**config.mk**
```make
export PLATFORM = sky130hd
export DESIGN_NAME = uebc_top
export DESIGN_NICKNAME = d
export VERILOG_FILES = /design/src/include/uebc_pkg.sv /design/src/include/uebc_mem_if.sv /design/src/core/uebc_bufmem.sv /design/src/core/uebc_status_phase.sv /design/src/core/uebc_top.sv
export SDC_FILE = /design/constraint.sdc
export NUM_CORES = 2
export LEC_CHECK = 0
export BUFFER_PORTS_ARGS = -buffer_cell sky130_fd_sc_hd__buf_2
export CAP_MARGIN = 0
export CELL_PAD_IN_SITES_DETAIL_PLACEMENT = 0
export CELL_PAD_IN_SITES_GLOBAL_PLACEMENT = 2
export CORE_MARGIN = 4
export CORE_UTILIZATION = 38
export CTS_BUF_LIST = sky130_fd_sc_hd__clkbuf_16
export DETAILED_ROUTE_END_ITERATION = 10
export PLACE_DENSITY = 0.72
export SYNTH_ARGS = -nofsm -noshare
export SYNTH_HDL_FRONTEND = slang
export SYNTH_SLANG_ARGS = --single-unit
```
**constraint.sdc**
```tcl
create_clock -name clk -period 5.7 [get_ports clk]
set_clock_uncertainty 0.15 [all_clocks]
set_input_delay 0.855 -clock clk [delete_from_list [all_inputs] [get_ports clk]]
set_output_delay 0.855 -clock clk [all_outputs]
set_load 0.1 [all_outputs]
```
**src/include/uebc_pkg.sv**
```systemverilog
`default_nettype none
package uebc_pkg;
  // ********
  // Special function register addresses
  // ********
  localparam logic [7:0] SFR_EPBC = 8'hc1;
  localparam logic [7:0] SFR_EPBS = 8'hc2;
  localparam logic [7:0] SFR_ENDPOINT_SELECTOR = 8'hd2;
  localparam logic [7:0] SFR_OFFSET = 8'hd3;
  localparam logic [7:0] SFR_DATA_PORT = 8'hd4;

  // ********
  // Sizes
  // ********
  localparam int NUM_EP = 5;
  localparam int EP_W = 3;
  localparam int OFF_W = 4;
  localparam int MEM_AW = EP_W + 1 + OFF_W;
  localparam int MEM_DEPTH = 1 << MEM_AW;
  localparam logic [7:0] EP_COUNT = 8'h05;

  // ********
  // Buffer control bit positions and reset
  // ********
  localparam int BC_HALT = 7;
  localparam int BC_GATE = 6;
  localparam int BC_SOF = 5;
  localparam int BC_INC = 1;
  localparam int BC_DBM = 0;
  localparam logic [7:0] BC_RESET = 8'h00;

  // ********
  // Buffer status bit positions and reset
  // ********
  localparam int BS_UFULL = 7;
  localparam int BS_CFULL = 6;
  localparam int BS_DIR = 5;
  localparam int BS_ESP = 4;
  localparam int BS_PRD = 3;
  localparam int BS_PWR = 2;
  localparam int BS_FLUSH = 1;
  localparam int BS_DONE = 0;
  localparam logic [7:0] BS_RESET = 8'h20;

  // Flow direction codes
  localparam logic DIR_H2C = 1'b0;
  localparam logic DIR_C2H = 1'b1;

  // Status phase sequencer states
  typedef enum logic [1:0] {
    ST_IDLE = 2'b00,
    ST_AUTO = 2'b01,
    ST_SW = 2'b11
  } uebc_stat_t;
endpackage
`default_nettype wire

```
**src/include/uebc_mem_if.sv**
```systemverilog
`timescale 1ns/10ps
`default_nettype none
// Endpoint memory ports between controller and storage
interface uebc_mem_if import uebc_pkg::*; ();
  logic [MEM_AW-1:0] cpu_addr;
  logic [MEM_AW-1:0] usb_addr;
  logic cpu_we;
  logic usb_we;
  logic [7:0] cpu_wdata;
  logic [7:0] usb_wdata;
  logic [7:0] cpu_rdata;
  logic [7:0] usb_rdata;
  modport ctl (output cpu_addr, usb_addr, cpu_we, usb_we, cpu_wdata,
    usb_wdata, input cpu_rdata, usb_rdata);
  modport mem (input cpu_addr, usb_addr, cpu_we, usb_we, cpu_wdata,
    usb_wdata, output cpu_rdata, usb_rdata);
endinterface
`default_nettype wire

```
**src/core/uebc_bufmem.sv**
```systemverilog
`timescale 1ns/10ps
`default_nettype none
module uebc_bufmem import uebc_pkg::*; (
  input wire logic clk, // Module clock
  input wire logic rst, // Async reset, high
  uebc_mem_if.mem bus // Memory ports
);
  // ********
  // Storage
  // ********
  logic [7:0] mem_reg [MEM_DEPTH];
  logic [7:0] usb_q_reg;

  // Both writers; USB wins a same-address collision since the host
  // cannot be held off
  always_ff @(posedge clk) begin
    if (bus.cpu_we) begin
      mem_reg[bus.cpu_addr] <= bus.cpu_wdata;
    end
    if (bus.usb_we) begin
      mem_reg[bus.usb_addr] <= bus.usb_wdata;
    end
  end

  // USB read data is registered
  always_ff @(posedge clk or posedge rst) begin
    if (rst) begin
      usb_q_reg <= 8'h00;
    end else begin
      usb_q_reg <= mem_reg[bus.usb_addr];
    end
  end

  // CPU side reads straight from the flops
  assign bus.cpu_rdata = mem_reg[bus.cpu_addr];
  assign bus.usb_rdata = usb_q_reg;
endmodule
`default_nettype wire

```
**src/core/uebc_status_phase.sv**
```systemverilog
`timescale 1ns/10ps
`default_nettype none
module uebc_status_phase import uebc_pkg::*; (
  input wire logic clk, // Module clock
  input wire logic rst, // Async reset, high
  input wire logic [EP_W-1:0] ep, // Endpoint of event
  input wire logic req, // Status phase begins
  input wire logic done, // Status phase completed
  input wire logic [NUM_EP-1:0] esp, // Auto-ack armed
  input wire logic [NUM_EP-1:0] halt, // Endpoint halted
  output logic ack, // Auto ACK pulse
  output logic stall, // Stall answer pulse
  output logic [NUM_EP-1:0] esp_clr, // Disarm pulse
  output logic irq // Status phase irq pulse
);
  uebc_stat_t state_reg;
  logic [EP_W-1:0] ep_reg;
  logic ok;

  assign ok = {5'h00, ep} < EP_COUNT;

  // ********
  // Sequencer
  // ********
  always_ff @(posedge clk or posedge rst) begin
    if (rst) begin
      state_reg <= ST_IDLE;
      ep_reg <= '0;
      ack <= 1'b0;
      stall <= 1'b0;
      esp_clr <= '0;
      irq <= 1'b0;
    end else begin
      ack <= 1'b0;
      stall <= 1'b0;
      esp_clr <= '0;
      irq <= 1'b0;
      unique case (state_reg)
        ST_IDLE: begin
          if (req && ok) begin
            ep_reg <= ep;
            if (halt[ep]) begin
              stall <= 1'b1;
            end else if (esp[ep]) begin
              ack <= 1'b1;
              state_reg <= ST_AUTO;
            end else begin
              state_reg <= ST_SW;
            end
          end
        end
        ST_AUTO: begin
          if (done) begin
            esp_clr[ep_reg] <= 1'b1;
            state_reg <= ST_IDLE;
          end
        end
        ST_SW: begin
          if (done) begin
            irq <= 1'b1;
            state_reg <= ST_IDLE;
          end
        end
        default: begin
          state_reg <= ST_IDLE;
        end
      endcase
    end
  end
endmodule
`default_nettype wire

```
**src/core/uebc_top.sv**
```systemverilog
// How it works
// - Halt bit set means endpoint stalled, clear means active.
// - Endpoint 0 halt clears itself on the next setup token.
// - Endpoint interrupt passes only while its gate bit is one.
// - With frame auto-complete on, each frame start acts as buffer done.
// - Auto-step bumps the CPU offset after each data port access.
// - Each offset change reloads the data port from memory.
// - Double buffer select: zero single buffer, one dual buffer.
// - USB-side full flag shows the buffer the USB side uses.
// - CPU-side full flag shows the buffer the CPU side uses.
// - Direction bit: zero host to CPU, one CPU to host.
// - Armed auto-ack answers the next status phase with ACK.
// - No auto-ack while the endpoint is halted.
// - Completed auto status phase disarms itself, raises no irq.
// - Auto-ack arm is write only and reads back zero.
// - Predict-read asks for CPU to host direction next.
// - Direction changes only while both buffers are empty.
// - Predict-write asks for host to CPU direction next.
// - Flush zeroes offset and full flags, keeps direction, reads zero.
// - Buffer done tags the CPU buffer full or empty, reads zero.
`timescale 1ns/10ps
`default_nettype none
module uebc_top import uebc_pkg::*; (
  input wire logic clk, // Module clock
  input wire logic rst, // Async reset, high
  input wire logic [7:0] sfr_addr, // Register address
  input wire logic [7:0] sfr_wdata, // Register write data
  input wire logic sfr_wr, // Write strobe
  input wire logic sfr_rd, // Read strobe
  output logic [7:0] sfr_rdata, // Read data, next cycle
  input wire logic [EP_W-1:0] usb_ep, // Endpoint of USB event
  input wire logic usb_setup, // Setup token pulse
  input wire logic usb_sof, // Start of frame pulse
  input wire logic usb_token, // Data token pulse
  input wire logic usb_token_rd, // Token is a host read
  input wire logic usb_wr_done, // Host filled a buffer
  input wire logic usb_rd_done, // Host drained a buffer
  input wire logic usb_mem_we, // USB memory write
  input wire logic [MEM_AW-1:0] usb_mem_addr, // USB memory address
  input wire logic [7:0] usb_mem_wdata, // USB write byte
  output logic [7:0] usb_mem_rdata, // USB read byte
  input wire logic status_req, // Status phase begins
  input wire logic status_done, // Status phase completed
  output logic status_ack, // Auto ACK pulse
  output logic status_stall, // Stall answer pulse
  output logic status_phase_irq, // Status irq pulse
  input wire logic [NUM_EP-1:0] endpoint_irq_requests, // Request ORs
  output logic [NUM_EP-1:0] ep_irq, // Gated endpoint irqs
  output logic [NUM_EP-1:0] endpoint_halt, // Halt state
  output logic [NUM_EP-1:0] last_flow_direction, // Direction
  output logic [NUM_EP-1:0] usb_side_full, // USB buffer flags
  output logic [NUM_EP-1:0] double_buffer_sel // Buffer mode
);
  // ********
  // Shared registers and decode
  // ********
  logic [7:0] endpoint_selector_reg;
  logic [OFF_W-1:0] cpu_buffer_offset_reg;
  logic [OFF_W-1:0] cpu_buffer_offset_next;
  logic [7:0] buffer_data_port_reg;
  logic [7:0] rdata_reg;
  logic fetch_reg;
  logic off_change;
  logic [EP_W-1:0] sel_ep;
  logic sel_ok;
  logic wr_bc;
  logic wr_bs;
  logic wr_sel;
  logic wr_off;
  logic wr_data;
  logic rd_data;
  logic sel_flush;

  // Per-endpoint state
  logic [NUM_EP-1:0] endpoint_irq_gate;
  logic [NUM_EP-1:0] frame_auto_complete_en;
  logic [NUM_EP-1:0] offset_auto_step_en;
  logic [NUM_EP-1:0] status_phase_auto_ack;
  logic [NUM_EP-1:0] cpu_side_full;
  logic [NUM_EP-1:0] cpu_idx;
  logic [NUM_EP-1:0] usb_idx;
  logic [2*NUM_EP-1:0] buf_full;
  logic [NUM_EP-1:0] flush_vec;
  logic [NUM_EP-1:0] esp_clr;

  // Read views of the selected endpoint
  logic [7:0] bc_view;
  logic [7:0] bs_view;
  logic [7:0] rd_mux;

  uebc_mem_if mem_bus ();

  assign sel_ep = endpoint_selector_reg[EP_W-1:0];
  assign sel_ok = endpoint_selector_reg < EP_COUNT;

  // Register strobes
  assign wr_bc = sfr_wr && (sfr_addr == SFR_EPBC);
  assign wr_bs = sfr_wr && (sfr_addr == SFR_EPBS);
  assign wr_sel = sfr_wr && (sfr_addr == SFR_ENDPOINT_SELECTOR);
  assign wr_off = sfr_wr && (sfr_addr == SFR_OFFSET);
  assign wr_data = sfr_wr && (sfr_addr == SFR_DATA_PORT) && sel_ok;
  assign rd_data = sfr_rd && (sfr_addr == SFR_DATA_PORT) && sel_ok;
  assign sel_flush = |flush_vec;

  // ********
  // Per-endpoint control and status
  // ********
  for (genvar i = 0; i < NUM_EP; i++) begin : g_ep
    logic hit;
    logic bc_w;
    logic bs_w;
    logic done;
    logic u_ev;
    logic empty2;
    logic prd;
    logic pwr;
    logic [1:0] bf_now;
    logic [1:0] bf_next;

    // Each endpoint owns its copy; the selector picks one
    assign hit = sel_ok && (sel_ep == EP_W'(i));
    assign bc_w = wr_bc && hit;
    assign bs_w = wr_bs && hit;
    assign flush_vec[i] = bs_w && sfr_wdata[BS_FLUSH];
    assign done = (bs_w && sfr_wdata[BS_DONE])
      || (usb_sof && frame_auto_complete_en[i]);
    assign u_ev = usb_ep == EP_W'(i);
    assign bf_now = buf_full[2*i +: 2];
    assign empty2 = bf_now == 2'b00;
    // Predictions are dropped when flush comes in the same write
    assign prd = bs_w && sfr_wdata[BS_PRD] && !flush_vec[i];
    assign pwr = bs_w && sfr_wdata[BS_PWR] && !flush_vec[i];

    // Halt bit; a software write outranks the setup auto-clear
    always_ff @(posedge clk or posedge rst) begin
      if (rst) begin
        endpoint_halt[i] <= BC_RESET[BC_HALT];
      end else if (bc_w) begin
        endpoint_halt[i] <= sfr_wdata[BC_HALT];
      end else if ((i == 0) && usb_setup && u_ev) begin
        endpoint_halt[i] <= 1'b0;
      end
    end

    // Configuration bits; reserved bits are not stored
    always_ff @(posedge clk or posedge rst) begin
      if (rst) begin
        endpoint_irq_gate[i] <= BC_RESET[BC_GATE];
        frame_auto_complete_en[i] <= BC_RESET[BC_SOF];
        offset_auto_step_en[i] <= BC_RESET[BC_INC];
        double_buffer_sel[i] <= BC_RESET[BC_DBM];
      end else if (bc_w) begin
        endpoint_irq_gate[i] <= sfr_wdata[BC_GATE];
        frame_auto_complete_en[i] <= sfr_wdata[BC_SOF];
        offset_auto_step_en[i] <= sfr_wdata[BC_INC];
        double_buffer_sel[i] <= sfr_wdata[BC_DBM];
      end
    end

    // Buffer flags: clears first so a same-cycle fill survives
    always_comb begin
      bf_next = bf_now;
      if (done && (last_flow_direction[i] == DIR_H2C)) begin
        bf_next[cpu_idx[i]] = 1'b0;
      end
      if (usb_rd_done && u_ev) begin
        bf_next[usb_idx[i]] = 1'b0;
      end
      if (done && (last_flow_direction[i] == DIR_C2H)) begin
        bf_next[cpu_idx[i]] = 1'b1;
      end
      if (usb_wr_done && u_ev) begin
        bf_next[usb_idx[i]] = 1'b1;
      end
      if (flush_vec[i]) begin
        bf_next = 2'b00;
      end
    end

    always_ff @(posedge clk or posedge rst) begin
      if (rst) begin
        buf_full[2*i +: 2] <= {BS_RESET[BS_CFULL], BS_RESET[BS_UFULL]};
      end else begin
        buf_full[2*i +: 2] <= bf_next;
      end
    end

    // Buffer ownership; single mode pins both sides to buffer 0
    always_ff @(posedge clk or posedge rst) begin
      if (rst) begin
        cpu_idx[i] <= 1'b0;
        usb_idx[i] <= 1'b0;
      end else if (flush_vec[i] || !double_buffer_sel[i]) begin
        cpu_idx[i] <= 1'b0;
        usb_idx[i] <= 1'b0;
      end else begin
        if (done) begin
          cpu_idx[i] <= !cpu_idx[i];
        end
        if ((usb_wr_done || usb_rd_done) && u_ev) begin
          usb_idx[i] <= !usb_idx[i];
        end
      end
    end

    assign usb_side_full[i] = bf_now[usb_idx[i]];
    assign cpu_side_full[i] = bf_now[cpu_idx[i]];

    // Direction; the real token outranks a prediction
    always_ff @(posedge clk or posedge rst) begin
      if (rst) begin
        last_flow_direction[i] <= BS_RESET[BS_DIR];
      end else if (empty2 && !flush_vec[i]) begin
        if (usb_token && u_ev) begin
          last_flow_direction[i] <= usb_token_rd ? DIR_C2H : DIR_H2C;
        end else if (prd && !pwr) begin
          last_flow_direction[i] <= DIR_C2H;
        end else if (pwr && !prd) begin
          last_flow_direction[i] <= DIR_H2C;
        end
      end
    end

    // Auto-ack arm; a write that arms wins over any disarm
    always_ff @(posedge clk or posedge rst) begin
      if (rst) begin
        status_phase_auto_ack[i] <= BS_RESET[BS_ESP];
      end else if (bs_w && sfr_wdata[BS_ESP]) begin
        status_phase_auto_ack[i] <= 1'b1;
      end else if (esp_clr[i] || flush_vec[i]) begin
        status_phase_auto_ack[i] <= 1'b0;
      end
    end
  end

  // ********
  // Selector and CPU offset
  // ********
  always_ff @(posedge clk or posedge rst) begin
    if (rst) begin
      endpoint_selector_reg <= 8'h00;
    end else if (wr_sel) begin
      endpoint_selector_reg <= sfr_wdata;
    end
  end

  // Flush first, then a direct write, then the auto step
  always_comb begin
    cpu_buffer_offset_next = cpu_buffer_offset_reg;
    if (sel_flush) begin
      cpu_buffer_offset_next = '0;
    end else if (wr_off) begin
      cpu_buffer_offset_next = sfr_wdata[OFF_W-1:0];
    end else if ((wr_data || rd_data) && offset_auto_step_en[sel_ep]) begin
      cpu_buffer_offset_next = cpu_buffer_offset_reg + 1'b1;
    end
  end

  assign off_change = sel_flush || wr_off
    || ((wr_data || rd_data) && offset_auto_step_en[sel_ep]);

  always_ff @(posedge clk or posedge rst) begin
    if (rst) begin
      cpu_buffer_offset_reg <= '0;
      fetch_reg <= 1'b0;
    end else begin
      cpu_buffer_offset_reg <= cpu_buffer_offset_next;
      fetch_reg <= off_change;
    end
  end

  // ********
  // Data port and endpoint memory
  // ********
  // The fetch lands one cycle after the offset moves, so a read in
  // that very cycle still sees the old byte
  always_ff @(posedge clk or posedge rst) begin
    if (rst) begin
      buffer_data_port_reg <= 8'h00;
    end else if (wr_data) begin
      buffer_data_port_reg <= sfr_wdata;
    end else if (fetch_reg) begin
      buffer_data_port_reg <= mem_bus.cpu_rdata;
    end
  end

  assign mem_bus.cpu_addr = {sel_ep, cpu_idx[sel_ep], cpu_buffer_offset_reg};
  assign mem_bus.cpu_we = wr_data;
  assign mem_bus.cpu_wdata = sfr_wdata;
  assign mem_bus.usb_addr = usb_mem_addr;
  assign mem_bus.usb_we = usb_mem_we;
  assign mem_bus.usb_wdata = usb_mem_wdata;
  assign usb_mem_rdata = mem_bus.usb_rdata;

  uebc_bufmem u_mem (
    .clk(clk),
    .rst(rst),
    .bus(mem_bus.mem)
  );

  // ********
  // Read views and read data
  // ********
  // Reserved and strobe positions read as zero
  always_comb begin
    bc_view = 8'h00;
    bs_view = 8'h00;
    if (sel_ok) begin
      bc_view[BC_HALT] = endpoint_halt[sel_ep];
      bc_view[BC_GATE] = endpoint_irq_gate[sel_ep];
      bc_view[BC_SOF] = frame_auto_complete_en[sel_ep];
      bc_view[BC_INC] = offset_auto_step_en[sel_ep];
      bc_view[BC_DBM] = double_buffer_sel[sel_ep];
      bs_view[BS_UFULL] = usb_side_full[sel_ep];
      bs_view[BS_CFULL] = cpu_side_full[sel_ep];
      bs_view[BS_DIR] = last_flow_direction[sel_ep];
      bs_view[BS_ESP] = 1'b0;
    end
  end

  // Unmapped addresses answer zero
  always_comb begin
    rd_mux = 8'h00;
    unique case (sfr_addr)
      SFR_EPBC: rd_mux = bc_view;
      SFR_EPBS: rd_mux = bs_view;
      SFR_ENDPOINT_SELECTOR: rd_mux = endpoint_selector_reg;
      SFR_OFFSET: rd_mux = {{(8-OFF_W){1'b0}}, cpu_buffer_offset_reg};
      SFR_DATA_PORT: rd_mux = buffer_data_port_reg;
      default: rd_mux = 8'h00;
    endcase
  end

  always_ff @(posedge clk or posedge rst) begin
    if (rst) begin
      rdata_reg <= 8'h00;
    end else if (sfr_rd) begin
      rdata_reg <= rd_mux;
    end
  end

  assign sfr_rdata = rdata_reg;

  // ********
  // Status phase and interrupt gate
  // ********
  uebc_status_phase u_stat (
    .clk(clk),
    .rst(rst),
    .ep(usb_ep),
    .req(status_req),
    .done(status_done),
    .esp(status_phase_auto_ack),
    .halt(endpoint_halt),
    .ack(status_ack),
    .stall(status_stall),
    .esp_clr(esp_clr),
    .irq(status_phase_irq)
  );

  assign ep_irq = endpoint_irq_requests & endpoint_irq_gate;
endmodule
`default_nettype wire

```
==> summary.md <==
| Metric | Value |
|---|---|
| Synthesized cell area | `125,000 um2` |
| Post-CTS Setup Bufs | `0` |
| Crit path max fanout | `42` |
| Pleak | `~44 nW` |
| Crit. Startpoint | `usb_mem_addr[0]` |
| Placed cells | `12,000` |
| # hold bufs at CTS | `1` |
| Mapped Avg Cell Area | `approximately 16 um2` |
| CP Capture Type | `register` |
| Area grow syn2layout | `12.2%` |
| Initial core utilization | `0.382` |
| DRC | `0` |
| GRT Util Overall | `0.264` |
| CTS tree | `built` |
| Worst path bufs/invs | `2` |
| Worst hold-check path type | `in2reg` |
| Fin. max-slew vios | `0` |
| Critical path arrival | `roughly 5.1 ns` |
| Final WL | `between 400,000 and 500,000 um` |
| Layout cells sized above 1 | `0.534` |
| Area share of fa/ha/maj cells after synthesis | `0.000400` |
| Largest family of logic cells by synthesized area | `multiplexers` |
| H-tree Lvls | `5` |
| Largest net degree at the start of global routing | `161` |
| CP Cell Sequence | `buf_8 > buf_12 > mux4_2 > mux2i_1 > o32ai_1 > nor4_1 > nand4_1 > a211o_1` |
| Min Clock Period, post-route | `4.45 ns` |
| Post-synth EDFFs | `between 2,000 and 2,500` |
| Clk buf depth | `4` |
| Primary FF master, synth | `edfxtp_1` |
| IO Count | `97` |
| Fraction of registers with async set/reset | `0.0488` |
| Slowest CP cell | `mux2i_1` |
| Final Cycle Share | `0.781` |
| Die Span X | `582 um` |
| Worst-Margin Slew | `1.47 ns` |
| Synthesized instance count | `between 7,000 and 8,000` |
| TritonCTS buffer count | `around 260` |
| FF-to-FF setup slack | `~1.3 ns` |
| CP max stage delay | `0.98 ns` |
| Vias per inst | `~6.6` |
| Critical path class | `in2reg` |
| Worst setup SP type | `primary input` |
| WP depth | `8` |
| Fraction of the mapped netlist area in compound gates | `0.0417` |
| Post-Synth XOR/XNOR Area | `0.000840` |
| Slew Limit Headroom | `0.0167` |
| Peak Freq | `225 MHz` |
| Starting DRT DRC Count | `roughly 11,000` |
| Fill count | `around 29,000` |
| Core area | `roughly 330,000 um2` |
| Vias in the first global route | `80,300` |
| Final setup fails | `0` |
| Dpl cell area | `between 100,000 and 150,000 um2` |
| Port Buffers | `96` |
| PwrDens | `between 200 and 300 nW/um2` |
| Syn nets | `7,967` |
| Die Height | `582 um` |
| CTS Root Buffer Type | `clkbuf_16` |
| Drt wl/cell | `37.0 um` |
| Die ar. | `around 340,000 um2` |
| Critical path data required time | `around 6.3 ns` |
| Worst Setup EP | `u_mem.bus.usb_rdata[6]` |
| MaxCap Viol Count | `0` |
| CTS resizes | `0` |
| Worst flop-to-flop path endpoint | `buffer_data_port_reg[6]` |
| Sequential share of the synthesized area | `0.513` |
| Register area | `around 64,000 um2` |
| Yosys warning count | `0` |
| Worst r2r src | `cpu_buffer_offset_reg[0]` |
| First-pass GRT wire length | `between 600,000 and 700,000 um` |
| Synth unique cells | `76` |
| Dpl hpwl | `roughly 300,000 um` |
| Synth Register Bits | `2,153` |
| Mux share of post-synthesis cell area | `0.379` |
| Setup TNS | `0 ns` |
| Synth Area in Simple Gates | `0.0333` |
| Peak supply drop | `0.210 mV` |
| RSZ-0062 raised after global routing | `false` |
| Total congestion overflow | `0` |
| Fin nets | `7,935` |
| Initial DRT Pass Iterations | `6` |
| Multi-input gate area | `57,100 um2` |
| Antenna viol nets, final | `0` |
| Initial antenna violation count | `24` |
| Gpl congestion | `between 0.9 and 1` |
| Final cell count without fillers | `~12,000` |
| Routed vias | `about 82,000` |
| Clk_lat worst skew | `0.93 ns` |
| Max FFs per register | `2,048` |
| Status | `finished clean` |
| Crit-path leading delay family | `multiplexers` |
| FF-to-FF path depth | `9` |
| Hold Fails Final Rpt | `0` |
| Final Cell Area | `140,000 um2` |
| CTS clock-pin slew for the worst setup and hold paths | `0.06 ns` |
| # clock sinks | `between 2,000 and 2,500` |
| FP Rows | `210` |
| Worst hold start | `status_done` |
| Power, Total | `38.5 mW` |
## stage by stage
stage                util  setup slack, ns  hold WS, ns
floorplan               -             1.94        0.303
global placement    0.403            0.480        0.335
detailed placement  0.403            0.591        0.341
CTS                 0.428             1.45       0.0212
global route        0.429             1.18       0.0680
finish              0.429             1.25       0.0790
## cell usage after synthesis (all sizes together), types with 6 or more instances
library cell	n	share of area
a211o	8	0.00056
nand4	26	0.0015
and2	13	0.00065
o211ai	11	0.00066
o32ai	7	0.00049
a21boi	10	0.00060
or2	8	0.00040
a31oi	9	0.00045
nor3	20	0.00084
mux2	2113	0.19
nand2	236	0.0071
nand3b	15	0.00090
buf	233	0.010
nor4	31	0.0020
or3	6	0.00030
nor3b	13	0.00078
dfrtp	100	0.020
a21oi	127	0.0051
edfxtp	2048	0.49
xnor2	7	0.00049
inv	37	0.0011
clkbuf	673	0.020
nor2	292	0.012
o22ai	171	0.0086
and3	12	0.00060
nand3	69	0.0030
a22oi	303	0.018
nor2b	18	0.00090
mux2i	108	0.0086
a221oi	10	0.00070
mux4	1002	0.18
o21ai	78	0.0031
a22o	11	0.00077
nand2b	17	0.00085
## cell usage in the layout (no fill, tap or decap), drive strengths merged, types with 10 or more instances in the layout
master	synthesis	routed
buf	233	606
clkbuf	673	273
nand3b	15	15
o21ai	78	78
mux2	2113	2113
o22ai	171	171
a22oi	303	303
nand3	69	69
nand2	236	236
diode	0	20
clkinv	0	107
dfrtp	100	100
nor4	31	31
nor2	292	292
and3	12	12
edfxtp	2048	2048
a21boi	10	10
nor3b	13	13
and2	13	13
a21oi	127	127
mux4	1002	1002
nand4	26	26
o211ai	11	11
inv	37	102
a22o	11	11
a221oi	10	10
nor2b	18	18
bufinv	0	18
nor3	20	20
nand2b	17	17
mux2i	108	108
## power by group
group | total (mW) | internal, mW | leakage, nW | switching, mW
clock | 16.5 | 9.48 | 4.27 | 7.06
sequential | 17.6 | 17.4 | 19.8 | 0.144
combinational | 4.40 | 1.68 | 19.9 | 2.72
## how the worst min path moves through the flow
stage	end	slack, ns	cells past startpoint
3_5_place_dp	offset_auto_step_en[3]	0.34	1
5_1_grt	u_stat.state_reg[0]	0.07	2
3_3_place_gp	status_phase_auto_ack[1]	0.33	2
6_report	u_stat.state_reg[0]	0.08	2
4_1_cts	u_stat.state_reg[0]	0.02	2
2_1_floorplan	last_flow_direction[0]	0.30	1
## final cells by class
| class | instances | share of cell area |
|---|---|---|
| inverters | 37 | 0.00101 |
| well taps | 4346 | 0.0388 |
| diodes | 20 | 0.000357 |
| flip-flops and latches | 2153 | 0.457 |
| clock buffers | 272 | 0.0485 |
| multi-input cells | 4814 | 0.407 |
| repair buffers | 608 | 0.0369 |
| clock inverters | 194 | 0.0103 |
## cells by family after synthesis
| family | count (synthesis) |
|---|---|
| adders and majority gates | 4 |
| DFF | 2153 |
| buffers and inverters | 943 |
| muxes | 3223 |
| xor gates and xnor gates | 12 |
| AOI/OAI and AO/OA | 781 |
| and+or+nand+nor | 794 |
## layer usage
layer | vias to the layer above | track usage | wire length (um) | part of all wire
met4 | 10 | 0.122 | 24500 | 0.053
met5 | - | 0 | 59 | 0.00013
li1 | 32300 | - | - | -
met3 | 909 | 0.0592 | 45100 | 0.098
met2 | 4774 | 0.401 | 207000 | 0.45
met1 | 43700 | 0.362 | 183000 | 0.40
No activity file was read; power rests on OpenSTA's default activity.
